--- src/design/tsp_pkg.sv ---
package tsp_pkg;
  // ----------------------------------------------------------------
  // clock and line timing
  // ----------------------------------------------------------------
  localparam int CLK_KHZ = 50000;
  localparam int BIT_CLK_KHZ = 8192; // expansion bit clock on its pin
  localparam int MIN_CLK_PER_TICK = 4; // sync needs slack per half
  localparam int LOCAL_KBPS = 2048;
  localparam int CHANS_LOCAL = 32;
  localparam int SLOT_BITS = 8;
  localparam int TICKS_PER_FRAME = 1024; // 8.192 MHz ticks in 125 us
  localparam int CNT_W = 10;
  localparam int LOC_SLOT_W = 5;
  localparam int EXP_SLOT_W = 7;

  // ----------------------------------------------------------------
  // expansion rate codes
  // ----------------------------------------------------------------
  localparam logic [1:0] RATE_2M = 2'h0;
  localparam logic [1:0] RATE_4M = 2'h1;
  localparam logic [1:0] RATE_8M = 2'h2;

  // ----------------------------------------------------------------
  // synchroniser lanes
  // ----------------------------------------------------------------
  localparam int SY_C8 = 0;
  localparam int SY_FP = 1;
  localparam int SY_OE = 2;
  localparam int SY_LOC = 3; // two lanes
  localparam int SY_DCH = 5;
  localparam int SY_EXA = 6;
  localparam int SY_EXB = 7;
  localparam int SY_TX_PACKET_END_STROBE = 8;
  localparam int SY_RX_PACKET_END_STROBE = 9;
  localparam int SYNC_W = 10;

  // ----------------------------------------------------------------
  // reset values
  // ----------------------------------------------------------------
  localparam logic [CNT_W-1:0] CNT_RST = 10'h000;
  localparam logic [7:0] BYTE_RST = 8'h00;
endpackage

--- src/design/tsp_stream_port.sv ---
// Contract
// - two local input streams, 32 channels each at 2.048 Mb/s, received
// - two local output streams at 2.048 Mb/s with three-state drive
// - multi-chip mode: expansion stream a is bidirectional at 8.192 Mb/s
// - timeslot mode: stream a is output only, rate 2.048/4.096/8.192
// - multi-chip mode: expansion stream b is bidirectional at 8.192 Mb/s
// - timeslot mode: stream b is input only, rate 2.048/4.096/8.192
// - rx packet-end strobe one bit after closing flag ends rx packet
// - tx bit-clock gate output selects the transmitted bit times
// - rx bit-clock gate output selects the received bit times
// - d-channel serial input accepted in the standard frame format
// - output-enable pin low floats all serial outputs; per-channel float else
// - reset low clears counters and registers and floats serial outputs
`timescale 1ns/100ps
module tsp_stream_port #(
  parameter int CLK_KHZ = tsp_pkg::CLK_KHZ
) (
  // clock, reset, enable
  input wire logic clk,
  input wire logic resetn,
  input wire logic ce,
  // timing and enable pins
  input wire logic bit_clock_pin,
  input wire logic frame_pulse_pin,
  input wire logic serial_output_enable_pin,
  // local serial pins
  input wire logic [1:0] local_serial_in,
  output logic [1:0] local_serial_out,
  output logic [1:0] local_serial_oe,
  // expansion pins
  input wire logic exp_stream_a_in,
  output logic exp_stream_a_out,
  output logic exp_stream_a_oe,
  input wire logic exp_stream_b_in,
  output logic exp_stream_b_out,
  output logic exp_stream_b_oe,
  // link configuration
  input wire logic multi_chip_link_mode,
  input wire logic [1:0] exp_rate,
  // hdlc controller pins
  input wire logic tx_packet_end_strobe,
  input wire logic rx_packet_end_strobe,
  input wire logic dchan_serial_in,
  output logic tx_bit_clock_gate,
  output logic rx_bit_clock_gate,
  // hdlc user side
  input wire logic hdlc_enable,
  input wire logic [4:0] hdlc_slot,
  output logic tx_packet_sent,
  output logic rx_packet_done,
  output logic [7:0] dchan_data,
  output logic dchan_valid,
  // local user side
  input wire logic [7:0] local_tx_data0,
  input wire logic [7:0] local_tx_data1,
  input wire logic [1:0] local_tx_float,
  output logic [4:0] local_slot,
  output logic [7:0] local_rx_data0,
  output logic [7:0] local_rx_data1,
  output logic local_rx_valid,
  // expansion user side
  input wire logic [7:0] exp_tx_data_a,
  input wire logic [7:0] exp_tx_data_b,
  input wire logic [1:0] exp_tx_float,
  output logic [6:0] exp_slot,
  output logic [7:0] exp_rx_data_a,
  output logic [7:0] exp_rx_data_b,
  output logic exp_rx_valid
);
  // ----------------------------------------------------------------
  // elaboration check
  // ----------------------------------------------------------------
  if (CLK_KHZ < tsp_pkg::MIN_CLK_PER_TICK * tsp_pkg::BIT_CLK_KHZ) begin
    $error("clock too slow to follow the bit clock pin");
  end

  // ----------------------------------------------------------------
  // helpers
  // ----------------------------------------------------------------
  // shift from tick count to bit count for a rate
  function automatic logic [1:0] shift_of(input logic [1:0] rate);
    case (rate)
      tsp_pkg::RATE_2M: return 2'h2;
      tsp_pkg::RATE_4M: return 2'h1;
      default: return 2'h0;
    endcase
  endfunction

  function automatic logic [1:0] sub_of(input logic [9:0] c,
                                        input logic [1:0] sh);
    return c[1:0] & 2'((3'h1 << sh) - 3'h1);
  endfunction

  function automatic logic [1:0] mid_of(input logic [1:0] sh);
    return (sh == 2'h2) ? 2'h1 : 2'h0;
  endfunction

  // ----------------------------------------------------------------
  // pin synchronisers
  // ----------------------------------------------------------------
  localparam int W = tsp_pkg::SYNC_W;
  logic [W-1:0] pin_v, s1, s2, s3, st;
  assign pin_v = {rx_packet_end_strobe, tx_packet_end_strobe,
                  exp_stream_b_in, exp_stream_a_in, dchan_serial_in,
                  local_serial_in, serial_output_enable_pin,
                  frame_pulse_pin, bit_clock_pin};

  // a lane changes only once stages two and three agree
  always_ff @(posedge clk or negedge resetn) begin
    if (!resetn) begin
      s1 <= '0;
      s2 <= '0;
      s3 <= '0;
      st <= '0;
    end else if (ce) begin
      s1 <= pin_v;
      s2 <= s1;
      s3 <= s2;
      st <= ((s2 ~^ s3) & s3) | ((s2 ^ s3) & st);
    end
  end

  logic [1:0] loc_in;
  assign loc_in = st[tsp_pkg::SY_LOC +: 2];

  // ----------------------------------------------------------------
  // bit ticks and frame counter
  // ----------------------------------------------------------------
  logic c8_prev, fp_hold, rise, fall, fp_start;
  logic [9:0] cnt, next_cnt;
  assign rise = st[tsp_pkg::SY_C8] & ~c8_prev;
  assign fall = ~st[tsp_pkg::SY_C8] & c8_prev;
  assign fp_start = st[tsp_pkg::SY_FP] & ~fp_hold;
  assign next_cnt = fp_start ? tsp_pkg::CNT_RST : cnt + 10'h001;

  // a long frame pulse restarts the frame only once
  always_ff @(posedge clk or negedge resetn) begin
    if (!resetn) begin
      c8_prev <= 1'b0;
      fp_hold <= 1'b0;
      cnt <= tsp_pkg::CNT_RST;
    end else if (ce) begin
      c8_prev <= st[tsp_pkg::SY_C8];
      if (rise) begin
        fp_hold <= st[tsp_pkg::SY_FP];
        cnt <= next_cnt;
      end
    end
  end

  // drive on a rising tick at bit start, sample mid-bit on a falling one
  logic drive_loc, samp_loc, loc_first;
  assign drive_loc = rise && next_cnt[1:0] == 2'h0;
  assign samp_loc = fall && cnt[1:0] == 2'h1;
  assign loc_first = drive_loc && next_cnt[4:2] == 3'h0;

  // ----------------------------------------------------------------
  // local streams
  // ----------------------------------------------------------------
  logic [7:0] loc_tx_in [2];
  logic [7:0] loc_txb [2];
  logic [7:0] loc_sr [2];
  logic [1:0] loc_flt;
  assign loc_tx_in[0] = local_tx_data0;
  assign loc_tx_in[1] = local_tx_data1;

  // transmit, msb first; byte and float latched at slot start
  always_ff @(posedge clk or negedge resetn) begin
    if (!resetn) begin
      loc_txb <= '{default: tsp_pkg::BYTE_RST};
      loc_flt <= 2'h0;
      local_serial_out <= 2'h0;
      local_serial_oe <= 2'h0;
    end else if (ce) begin
      for (int i = 0; i < 2; i++) begin
        if (loc_first) begin
          loc_txb[i] <= loc_tx_in[i];
          loc_flt[i] <= local_tx_float[i];
          local_serial_out[i] <= loc_tx_in[i][7];
        end else if (drive_loc) begin
          local_serial_out[i] <= loc_txb[i][3'h7 - next_cnt[4:2]];
        end
      end
      local_serial_oe <= {2{st[tsp_pkg::SY_OE]}} & ~loc_flt;
    end
  end

  // receive; a whole byte shows with a one-cycle valid
  always_ff @(posedge clk or negedge resetn) begin
    if (!resetn) begin
      loc_sr <= '{default: tsp_pkg::BYTE_RST};
      local_rx_data0 <= tsp_pkg::BYTE_RST;
      local_rx_data1 <= tsp_pkg::BYTE_RST;
      local_rx_valid <= 1'b0;
    end else if (ce) begin
      local_rx_valid <= 1'b0;
      if (samp_loc) begin
        loc_sr[0] <= {loc_sr[0][6:0], loc_in[0]};
        loc_sr[1] <= {loc_sr[1][6:0], loc_in[1]};
        if (cnt[4:2] == 3'h7) begin
          local_rx_data0 <= {loc_sr[0][6:0], loc_in[0]};
          local_rx_data1 <= {loc_sr[1][6:0], loc_in[1]};
          local_rx_valid <= 1'b1;
        end
      end
    end
  end

  // ----------------------------------------------------------------
  // hdlc gates, d-channel and packet ends
  // ----------------------------------------------------------------
  // gates follow the slot count, so they cover all 8 bits of the slot
  always_ff @(posedge clk or negedge resetn) begin
    if (!resetn) begin
      local_slot <= 5'h00;
      tx_bit_clock_gate <= 1'b0;
      rx_bit_clock_gate <= 1'b0;
    end else if (ce) begin
      local_slot <= cnt[9:5];
      tx_bit_clock_gate <= hdlc_enable && cnt[9:5] == hdlc_slot;
      rx_bit_clock_gate <= hdlc_enable && cnt[9:5] == hdlc_slot;
    end
  end

  logic [7:0] dch_sr;
  logic tx_packet_end_strobe_prev, rx_packet_end_strobe_prev;

  // strobes are edge-detected; a held strobe counts once
  always_ff @(posedge clk or negedge resetn) begin
    if (!resetn) begin
      dch_sr <= tsp_pkg::BYTE_RST;
      dchan_data <= tsp_pkg::BYTE_RST;
      dchan_valid <= 1'b0;
      tx_packet_end_strobe_prev <= 1'b0;
      rx_packet_end_strobe_prev <= 1'b0;
      tx_packet_sent <= 1'b0;
      rx_packet_done <= 1'b0;
    end else if (ce) begin
      dchan_valid <= 1'b0;
      if (samp_loc && rx_bit_clock_gate) begin
        dch_sr <= {dch_sr[6:0], st[tsp_pkg::SY_DCH]};
        if (cnt[4:2] == 3'h7) begin
          dchan_data <= {dch_sr[6:0], st[tsp_pkg::SY_DCH]};
          dchan_valid <= 1'b1;
        end
      end
      tx_packet_end_strobe_prev <= st[tsp_pkg::SY_TX_PACKET_END_STROBE];
      rx_packet_end_strobe_prev <= st[tsp_pkg::SY_RX_PACKET_END_STROBE];
      tx_packet_sent <= st[tsp_pkg::SY_TX_PACKET_END_STROBE] & ~tx_packet_end_strobe_prev;
      rx_packet_done <= st[tsp_pkg::SY_RX_PACKET_END_STROBE] & ~rx_packet_end_strobe_prev;
    end
  end

  // ----------------------------------------------------------------
  // expansion streams
  // ----------------------------------------------------------------
  // multi-chip mode runs at the full rate whatever the rate select
  logic [1:0] esh;
  logic [9:0] nidx, cidx;
  logic drive_exp, samp_exp;
  assign esh = shift_of(multi_chip_link_mode ? tsp_pkg::RATE_8M
                                              : exp_rate);
  assign nidx = next_cnt >> esh;
  assign cidx = cnt >> esh;
  assign drive_exp = rise && sub_of(next_cnt, esh) == 2'h0;
  assign samp_exp = fall && sub_of(cnt, esh) == mid_of(esh);

  logic [7:0] exp_tx_in [2];
  logic [7:0] exp_txb [2];
  logic [1:0] exp_flt;
  logic [1:0] exp_bits;
  assign exp_tx_in[0] = exp_tx_data_a;
  assign exp_tx_in[1] = exp_tx_data_b;

  always_ff @(posedge clk or negedge resetn) begin
    if (!resetn) begin
      exp_txb <= '{default: tsp_pkg::BYTE_RST};
      exp_flt <= 2'h0;
      exp_bits <= 2'h0;
    end else if (ce && drive_exp) begin
      for (int i = 0; i < 2; i++) begin
        if (nidx[2:0] == 3'h0) begin
          exp_txb[i] <= exp_tx_in[i];
          exp_flt[i] <= exp_tx_float[i];
          exp_bits[i] <= exp_tx_in[i][7];
        end else begin
          exp_bits[i] <= exp_txb[i][3'h7 - nidx[2:0]];
        end
      end
    end
  end

  // stream b never drives outside multi-chip mode
  always_ff @(posedge clk or negedge resetn) begin
    if (!resetn) begin
      exp_stream_a_out <= 1'b0;
      exp_stream_b_out <= 1'b0;
      exp_stream_a_oe <= 1'b0;
      exp_stream_b_oe <= 1'b0;
    end else if (ce) begin
      exp_stream_a_out <= exp_bits[0];
      exp_stream_b_out <= exp_bits[1];
      exp_stream_a_oe <= st[tsp_pkg::SY_OE] & ~exp_flt[0];
      exp_stream_b_oe <= st[tsp_pkg::SY_OE] & ~exp_flt[1]
                         & multi_chip_link_mode;
    end
  end

  logic [7:0] exa_sr, exb_sr;

  // stream a is only heard in multi-chip mode; own slots read back
  always_ff @(posedge clk or negedge resetn) begin
    if (!resetn) begin
      exa_sr <= tsp_pkg::BYTE_RST;
      exb_sr <= tsp_pkg::BYTE_RST;
      exp_rx_data_a <= tsp_pkg::BYTE_RST;
      exp_rx_data_b <= tsp_pkg::BYTE_RST;
      exp_rx_valid <= 1'b0;
      exp_slot <= 7'h00;
    end else if (ce) begin
      exp_rx_valid <= 1'b0;
      exp_slot <= cidx[9:3];
      if (samp_exp) begin
        exa_sr <= {exa_sr[6:0], st[tsp_pkg::SY_EXA]};
        exb_sr <= {exb_sr[6:0], st[tsp_pkg::SY_EXB]};
        if (cidx[2:0] == 3'h7) begin
          if (multi_chip_link_mode) begin
            exp_rx_data_a <= {exa_sr[6:0], st[tsp_pkg::SY_EXA]};
          end
          exp_rx_data_b <= {exb_sr[6:0], st[tsp_pkg::SY_EXB]};
          exp_rx_valid <= 1'b1;
        end
      end
    end
  end

  // ----------------------------------------------------------------
  // assertions
  // ----------------------------------------------------------------
  a_reset_float: assert property (@(posedge clk)
    !resetn |-> (local_serial_oe == 2'h0 && !exp_stream_a_oe
                 && !exp_stream_b_oe))
    else $error("outputs driven during reset");

  a_pin_float: assert property (@(posedge clk)
    disable iff (!resetn) (ce && !st[tsp_pkg::SY_OE]) |=>
      (local_serial_oe == 2'h0 && !exp_stream_a_oe && !exp_stream_b_oe))
    else $error("output enabled with enable pin low");

  a_b_input_only: assert property (@(posedge clk)
    disable iff (!resetn) ($past(ce) && !multi_chip_link_mode
      && !$past(multi_chip_link_mode)) |-> !exp_stream_b_oe)
    else $error("stream b driven in timeslot mode");

  a_frame_zero: assert property (@(posedge clk)
    disable iff (!resetn) (ce && rise && fp_start) |=> cnt == 10'h000)
    else $error("frame pulse did not restart slot zero");

  a_gate_slot: assert property (@(posedge clk)
    disable iff (!resetn) ($past(ce) && tx_bit_clock_gate) |->
      (local_slot == $past(hdlc_slot) && $past(hdlc_enable)))
    else $error("gate outside allocated slot");

  a_rx_gate_slot: assert property (@(posedge clk)
    disable iff (!resetn) ($past(ce) && rx_bit_clock_gate) |->
      (local_slot == $past(hdlc_slot) && $past(hdlc_enable)))
    else $error("rx gate outside allocated slot");

  a_first_bit: assert property (@(posedge clk)
    disable iff (!resetn) ($past(ce) && $past(loc_first)) |->
      local_serial_out[0] == $past(local_tx_data0[7]))
    else $error("slot did not start with msb");

  a_rx_last_bit: assert property (@(posedge clk)
    disable iff (!resetn) ($past(ce) && local_rx_valid) |->
      local_rx_data0[0] == $past(loc_in[0]))
    else $error("received byte lost its last bit");

  a_rx_end_pulse: assert property (@(posedge clk)
    disable iff (!resetn) (ce && rx_packet_done) |=> !rx_packet_done)
    else $error("packet end longer than one cycle");

  c_gate_on: cover property (@(posedge clk) disable iff (!resetn)
    $rose(tx_bit_clock_gate));
  c_dchan_byte: cover property (@(posedge clk) disable iff (!resetn)
    dchan_valid);
  c_exp_multi: cover property (@(posedge clk) disable iff (!resetn)
    exp_rx_valid && multi_chip_link_mode);
  c_tx_sent: cover property (@(posedge clk) disable iff (!resetn)
    tx_packet_sent);
endmodule

--- config.mk ---
export PLATFORM = sky130hd
export DESIGN_NAME = tsp_stream_port
export DESIGN_NICKNAME = d
export VERILOG_FILES = /design/src/design/tsp_pkg.sv /design/src/design/tsp_stream_port.sv
export SDC_FILE = /design/constraint.sdc
export NUM_CORES = 1
export LEC_CHECK = 0
export BUFFER_PORTS_ARGS = -buffer_cell sky130_fd_sc_hd__buf_2
export CELL_PAD_IN_SITES_DETAIL_PLACEMENT = 1
export CELL_PAD_IN_SITES_GLOBAL_PLACEMENT = 2
export CORE_ASPECT_RATIO = 0.5
export CORE_UTILIZATION = 35
export DETAILED_ROUTE_END_ITERATION = 16
export HOLD_SLACK_MARGIN = 0.03
export PLACE_DENSITY_LB_ADDON = 0.25
export SYNTH_ARGS = -nofsm -noshare
export SYNTH_HDL_FRONTEND = slang
export SYNTH_SLANG_ARGS = --single-unit
export TNS_END_PERCENT = 5
--- constraint.sdc ---
create_clock -name clk -period 2.2 [get_ports clk]
set_input_delay 0.22 -clock clk [delete_from_list [all_inputs] [get_ports clk]]
set_output_delay 0.22 -clock clk [all_outputs]
set_load 0.01 [all_outputs]
==> flow_metrics.py <==
metrics = {
    "worst_hold_path": {
        "whs_path_depth": 4,
        "holdPathEnd": "rx_bit_clock_gate$_DFFE_PN0P_",
        "hold_path.class": "input pin to register",
        "min_from": "hdlc_slot[0]",
    },
    "placement": {
        "post_dp_cell_area_um2": 9380,
        "dp_hpwl_um": 13000,
        "port_buffers": 124,
        "placed_cells": 1066,
        "gp_congestion": 0.757,
    },
    "sta": {
        "fmax_mhz": 458,
        "hold_viol_final": 0,
        "rsz0062_at_grt": "yes",
        "worst_pin_slew_ns": 0.490,
        "post-route-period-util_pct": 99.3,
        "finClkSkew_ns": 0.00782,
        "holdWs_ns": 0.0845,
        "period_needed_ns": 2.18,
        "setup_viol": 0,
        "final.setup.tns_ns": 0,
        "drv_slew": 0,
        "slew_headroom_pct": 67.3,
    },
    "global_routing": {
        "grtUsageTotal_pct": 17.2,
        "grt_pass1_wl_um": 31400,
        "overflow": 0,
        "grt_pass1_vias": 5752,
        "grt_start_max_net_pins": 69,
        "antenna_found_initial": 0,
    },
    "layout": {
        "seqCellArea_um2": 4780,
        "n_fill_cell": 2416,
        "num_antenna_cells": 0,
        "fin_nets": 904,
        "stdcell_area_um2": 10600,
        "drive_above_1_share_pct": 43.0,
        "syn_to_final_growth_pct": 30.3,
        "instances_no_fill": 1154,
        "multi_input_area_um2": 3300,
    },
    "cts": {
        "cts.sinks": 191,
        "cts_buffer_depth": 2,
        "cts-root-buf": "clkbuf_16",
        "clock_latency_ns": 0.44,
        "tritoncts": "done",
        "htree_levels": 4,
        "cts_buffers": 17,
        "clk_pin_slew_ns": 0.07,
    },
    "synthesis": {
        "synthSimpleGateAreaFrac_pct": 8.49,
        "synth_edf_count": 0,
        "synth_mux_area_share_pct": 23.4,
        "synthAdderAreaFrac_pct": 1.84,
        "synth_area_um2": 8160,
        "synthXorXnorAreaFrac_pct": 1.07,
        "syn_avg_cell_area_um2": 12.9,
        "synth-seq-area-share_pct": 58.5,
        "synth_fp_nets": 701,
        "synth_flop_cell": "dfrtp_1",
        "ys_ff_latch": 191,
        "synth-compound-area-share_pct": 4.25,
        "synthCells": 631,
        "synth_area_leader_cell": "dfrtp_1",
        "async_reset_ff_share_pct": 100,
        "yosys_warnings": 0,
        "synth_top_family_by_area": "multiplexers",
        "synth.area.top_cells": "dfrtp_1, mux2_2, nand2_1",
        "synth_top_area_share_pct": 58.5,
        "netlist-cell-type-count": 42,
    },
    "run_status": {
        "status": "finished with violations",
        "violations": "DRC",
    },
    "critical_path": {
        "required_ns": 2.53,
        "r2r-end": "exp_txb[11]$_DFFE_PN0P_",
        "crit_type": "register to register",
        "critPathArrivalTime_ns": 2.51,
        "rr_worst_depth": 9,
        "r2r_setup_slack_ns": 0.02,
        "critPathCaptureType": "register",
        "crit-reg2reg-launch": "cnt[0]$_DFFE_PN0P_",
        "cp-start-kind": "register",
        "worstPathMaxFanout": 16,
    },
    "routing": {
        "ant_nets": 0,
        "drt_first_pass_iters": 10,
        "drt_wl_total_um": 19300,
        "drt-initial-drc-count": 231,
        "wire_per_inst_um": 16.7,
        "via_per_inst": 4.76,
        "vias": 5490,
        "route.detailed.drc": 2,
    },
    "power": {
        "leakagePower_nw": 5.31,
        "p_per_area_nw_per_um2": 1040,
        "ir_drop_v": 0.000460,
    },
    "job": {
        "maxCapViolCount": 0,
    },
    "floorplanning": {
        "die_x_um": 218,
        "die_h_um": 110,
        "num_rows": 39,
        "coreArea_um2": 22800,
        "io_pins": 125,
        "initial_utilization_pct": 35.7,
        "dieArea_um2": 24000,
    },
}
## placed cells by master, fill, tap and decap left out, drive strengths merged, types with 2 or more instances in the layout
master,synthesis,final
a21o,2,2
a21oi,11,11
a31oi,4,4
and2,3,3
and3,3,3
buf,12,170
bufinv,0,2
clkbuf,22,25
clkinv,0,4
dfrtp,191,191
dlygate4sd3,0,46
ha,12,12
inv,7,9
mux2,139,139
mux2i,31,31
nand2,97,97
nand2b,3,3
nand3,13,13
nand3b,2,2
nor2,15,15
nor2b,3,3
nor3,4,4
o21ai,28,28
o2bb2ai,7,7
o31ai,3,3
or3,2,2
xnor2,5,5
xor2,5,5
## power breakdown
| part | internal, mW | switching [mW] | total [mW] |
|---|---|---|---|
| Sequential | 4.30 | 0.543 | 4.84 |
| Clock | 1.80 | 1.34 | 3.14 |
| Combinational | 1.67 | 1.37 | 3.04 |
| Total | 7.76 | 3.26 | 11.0 |
## synthesized netlist by cell type, types with 7 or more instances
cell type	instances
ha_1	12
inv_1	7
o2bb2ai_1	7
nor2_1	12
dfrtp_1	191
mux2_4	10
mux2_2	129
o21ai_0	28
mux2i_1	31
a21oi_1	10
nand2_1	96
nand3_1	12
clkbuf_1	22
## registers in the layout, indices dropped and copies added (netlist names), 8 cells and up
name / cells
s3: 10
exp_rx_data_a: 8
s2: 10
s1: 10
dchan_data: 8
local_rx_data0: 8
exp_rx_data_b: 8
st: 10
exp_txb: 14
loc_txb: 16
cnt: 10
local_rx_data1: 8
loc_sr: 14
## how the worst max path moves through the flow
| stage | start | end |
|---|---|---|
| after floorplan | cnt[1]$_DFFE_PN0P_ | loc_txb[10]$_DFFE_PN0P_ |
| after global placement | cnt[1]$_DFFE_PN0P_ | loc_txb[7]$_DFFE_PN0P_ |
| after detailed placement | cnt[0]$_DFFE_PN0P_ | exp_bits[1]$_DFFE_PN0P_ |
| after CTS | cnt[1]$_DFFE_PN0P_ | exp_bits[0]$_DFFE_PN0P_ |
| after global routing | cnt[0]$_DFFE_PN0P_ | exp_bits[0]$_DFFE_PN0P_ |
| final | cnt[0]$_DFFE_PN0P_ | exp_txb[11]$_DFFE_PN0P_ |
## kinds of logic after synthesis
kind of cell | after synthesis
and+or+nand+nor | 149
DFF | 191
AOI/OAI and AO/OA | 58
buffers and inverters | 41
adders and majority gates | 12
muxes | 170
xor gates and xnor gates | 10
## worst max-delay path, stage by stage, from the launching register on
cell	delay, ns
dfrtp_2	0.47
ha_4	0.20
nand3_1	0.12
xor2_2	0.18
nor3_2	0.06
a211o_1	0.35
nor2_8	0.12
nand3b_4	0.09
buf_12	0.18
mux2_4	0.30
## what timing repair did
| item | in CTS | in global routing |
|---|---|---|
| endpoints found under the setup margin | 36 | 38 |
| setup buffers | 4 | 5 |
| resized for setup | 7 | 8 |
| pin swaps | 4 | 2 |
| cloned | 0 | 1 |
| hold buffers | 46 | 0 |
| endpoints found under the hold margin | 78 | 0 |
## metal layers
metal / share of wire (%) / vias up / GRT usage [%]
li1: - / 2590 / -
met1: 49 / 2804 / 23.7
met2: 47 / 68 / 26.3
met3: 2.3 / 28 / 3.70
met4: 1.8 / 0 / 6.99
met5: 0 / - / 0
## area by class of cell
cell class | count | share of cell area, %
clock buffer | 23 | 4.59
tap | 307 | 3.61
multi-input combinational | 399 | 31.0
clock inverter | 9 | 0.988
sequential | 191 | 44.9
timing repair buffer | 218 | 14.6
inverter | 7 | 0.247
## stage by stage
| stage | util [%] | total power, mW | worst slack [ns] |
|---|---|---|---|
| floorplan | - | 6.64 | -0.0817 |
| global placement | 41.1 | 7.49 | -0.0799 |
| detailed placement | 41.1 | 7.61 | -0.213 |
| CTS | 46.1 | 11.0 | 0.00747 |
| global route | 46.6 | 11.7 | -0.0739 |
| finish | 46.6 | 11.0 | 0.0150 |
(Power assumes the default switching activity.)
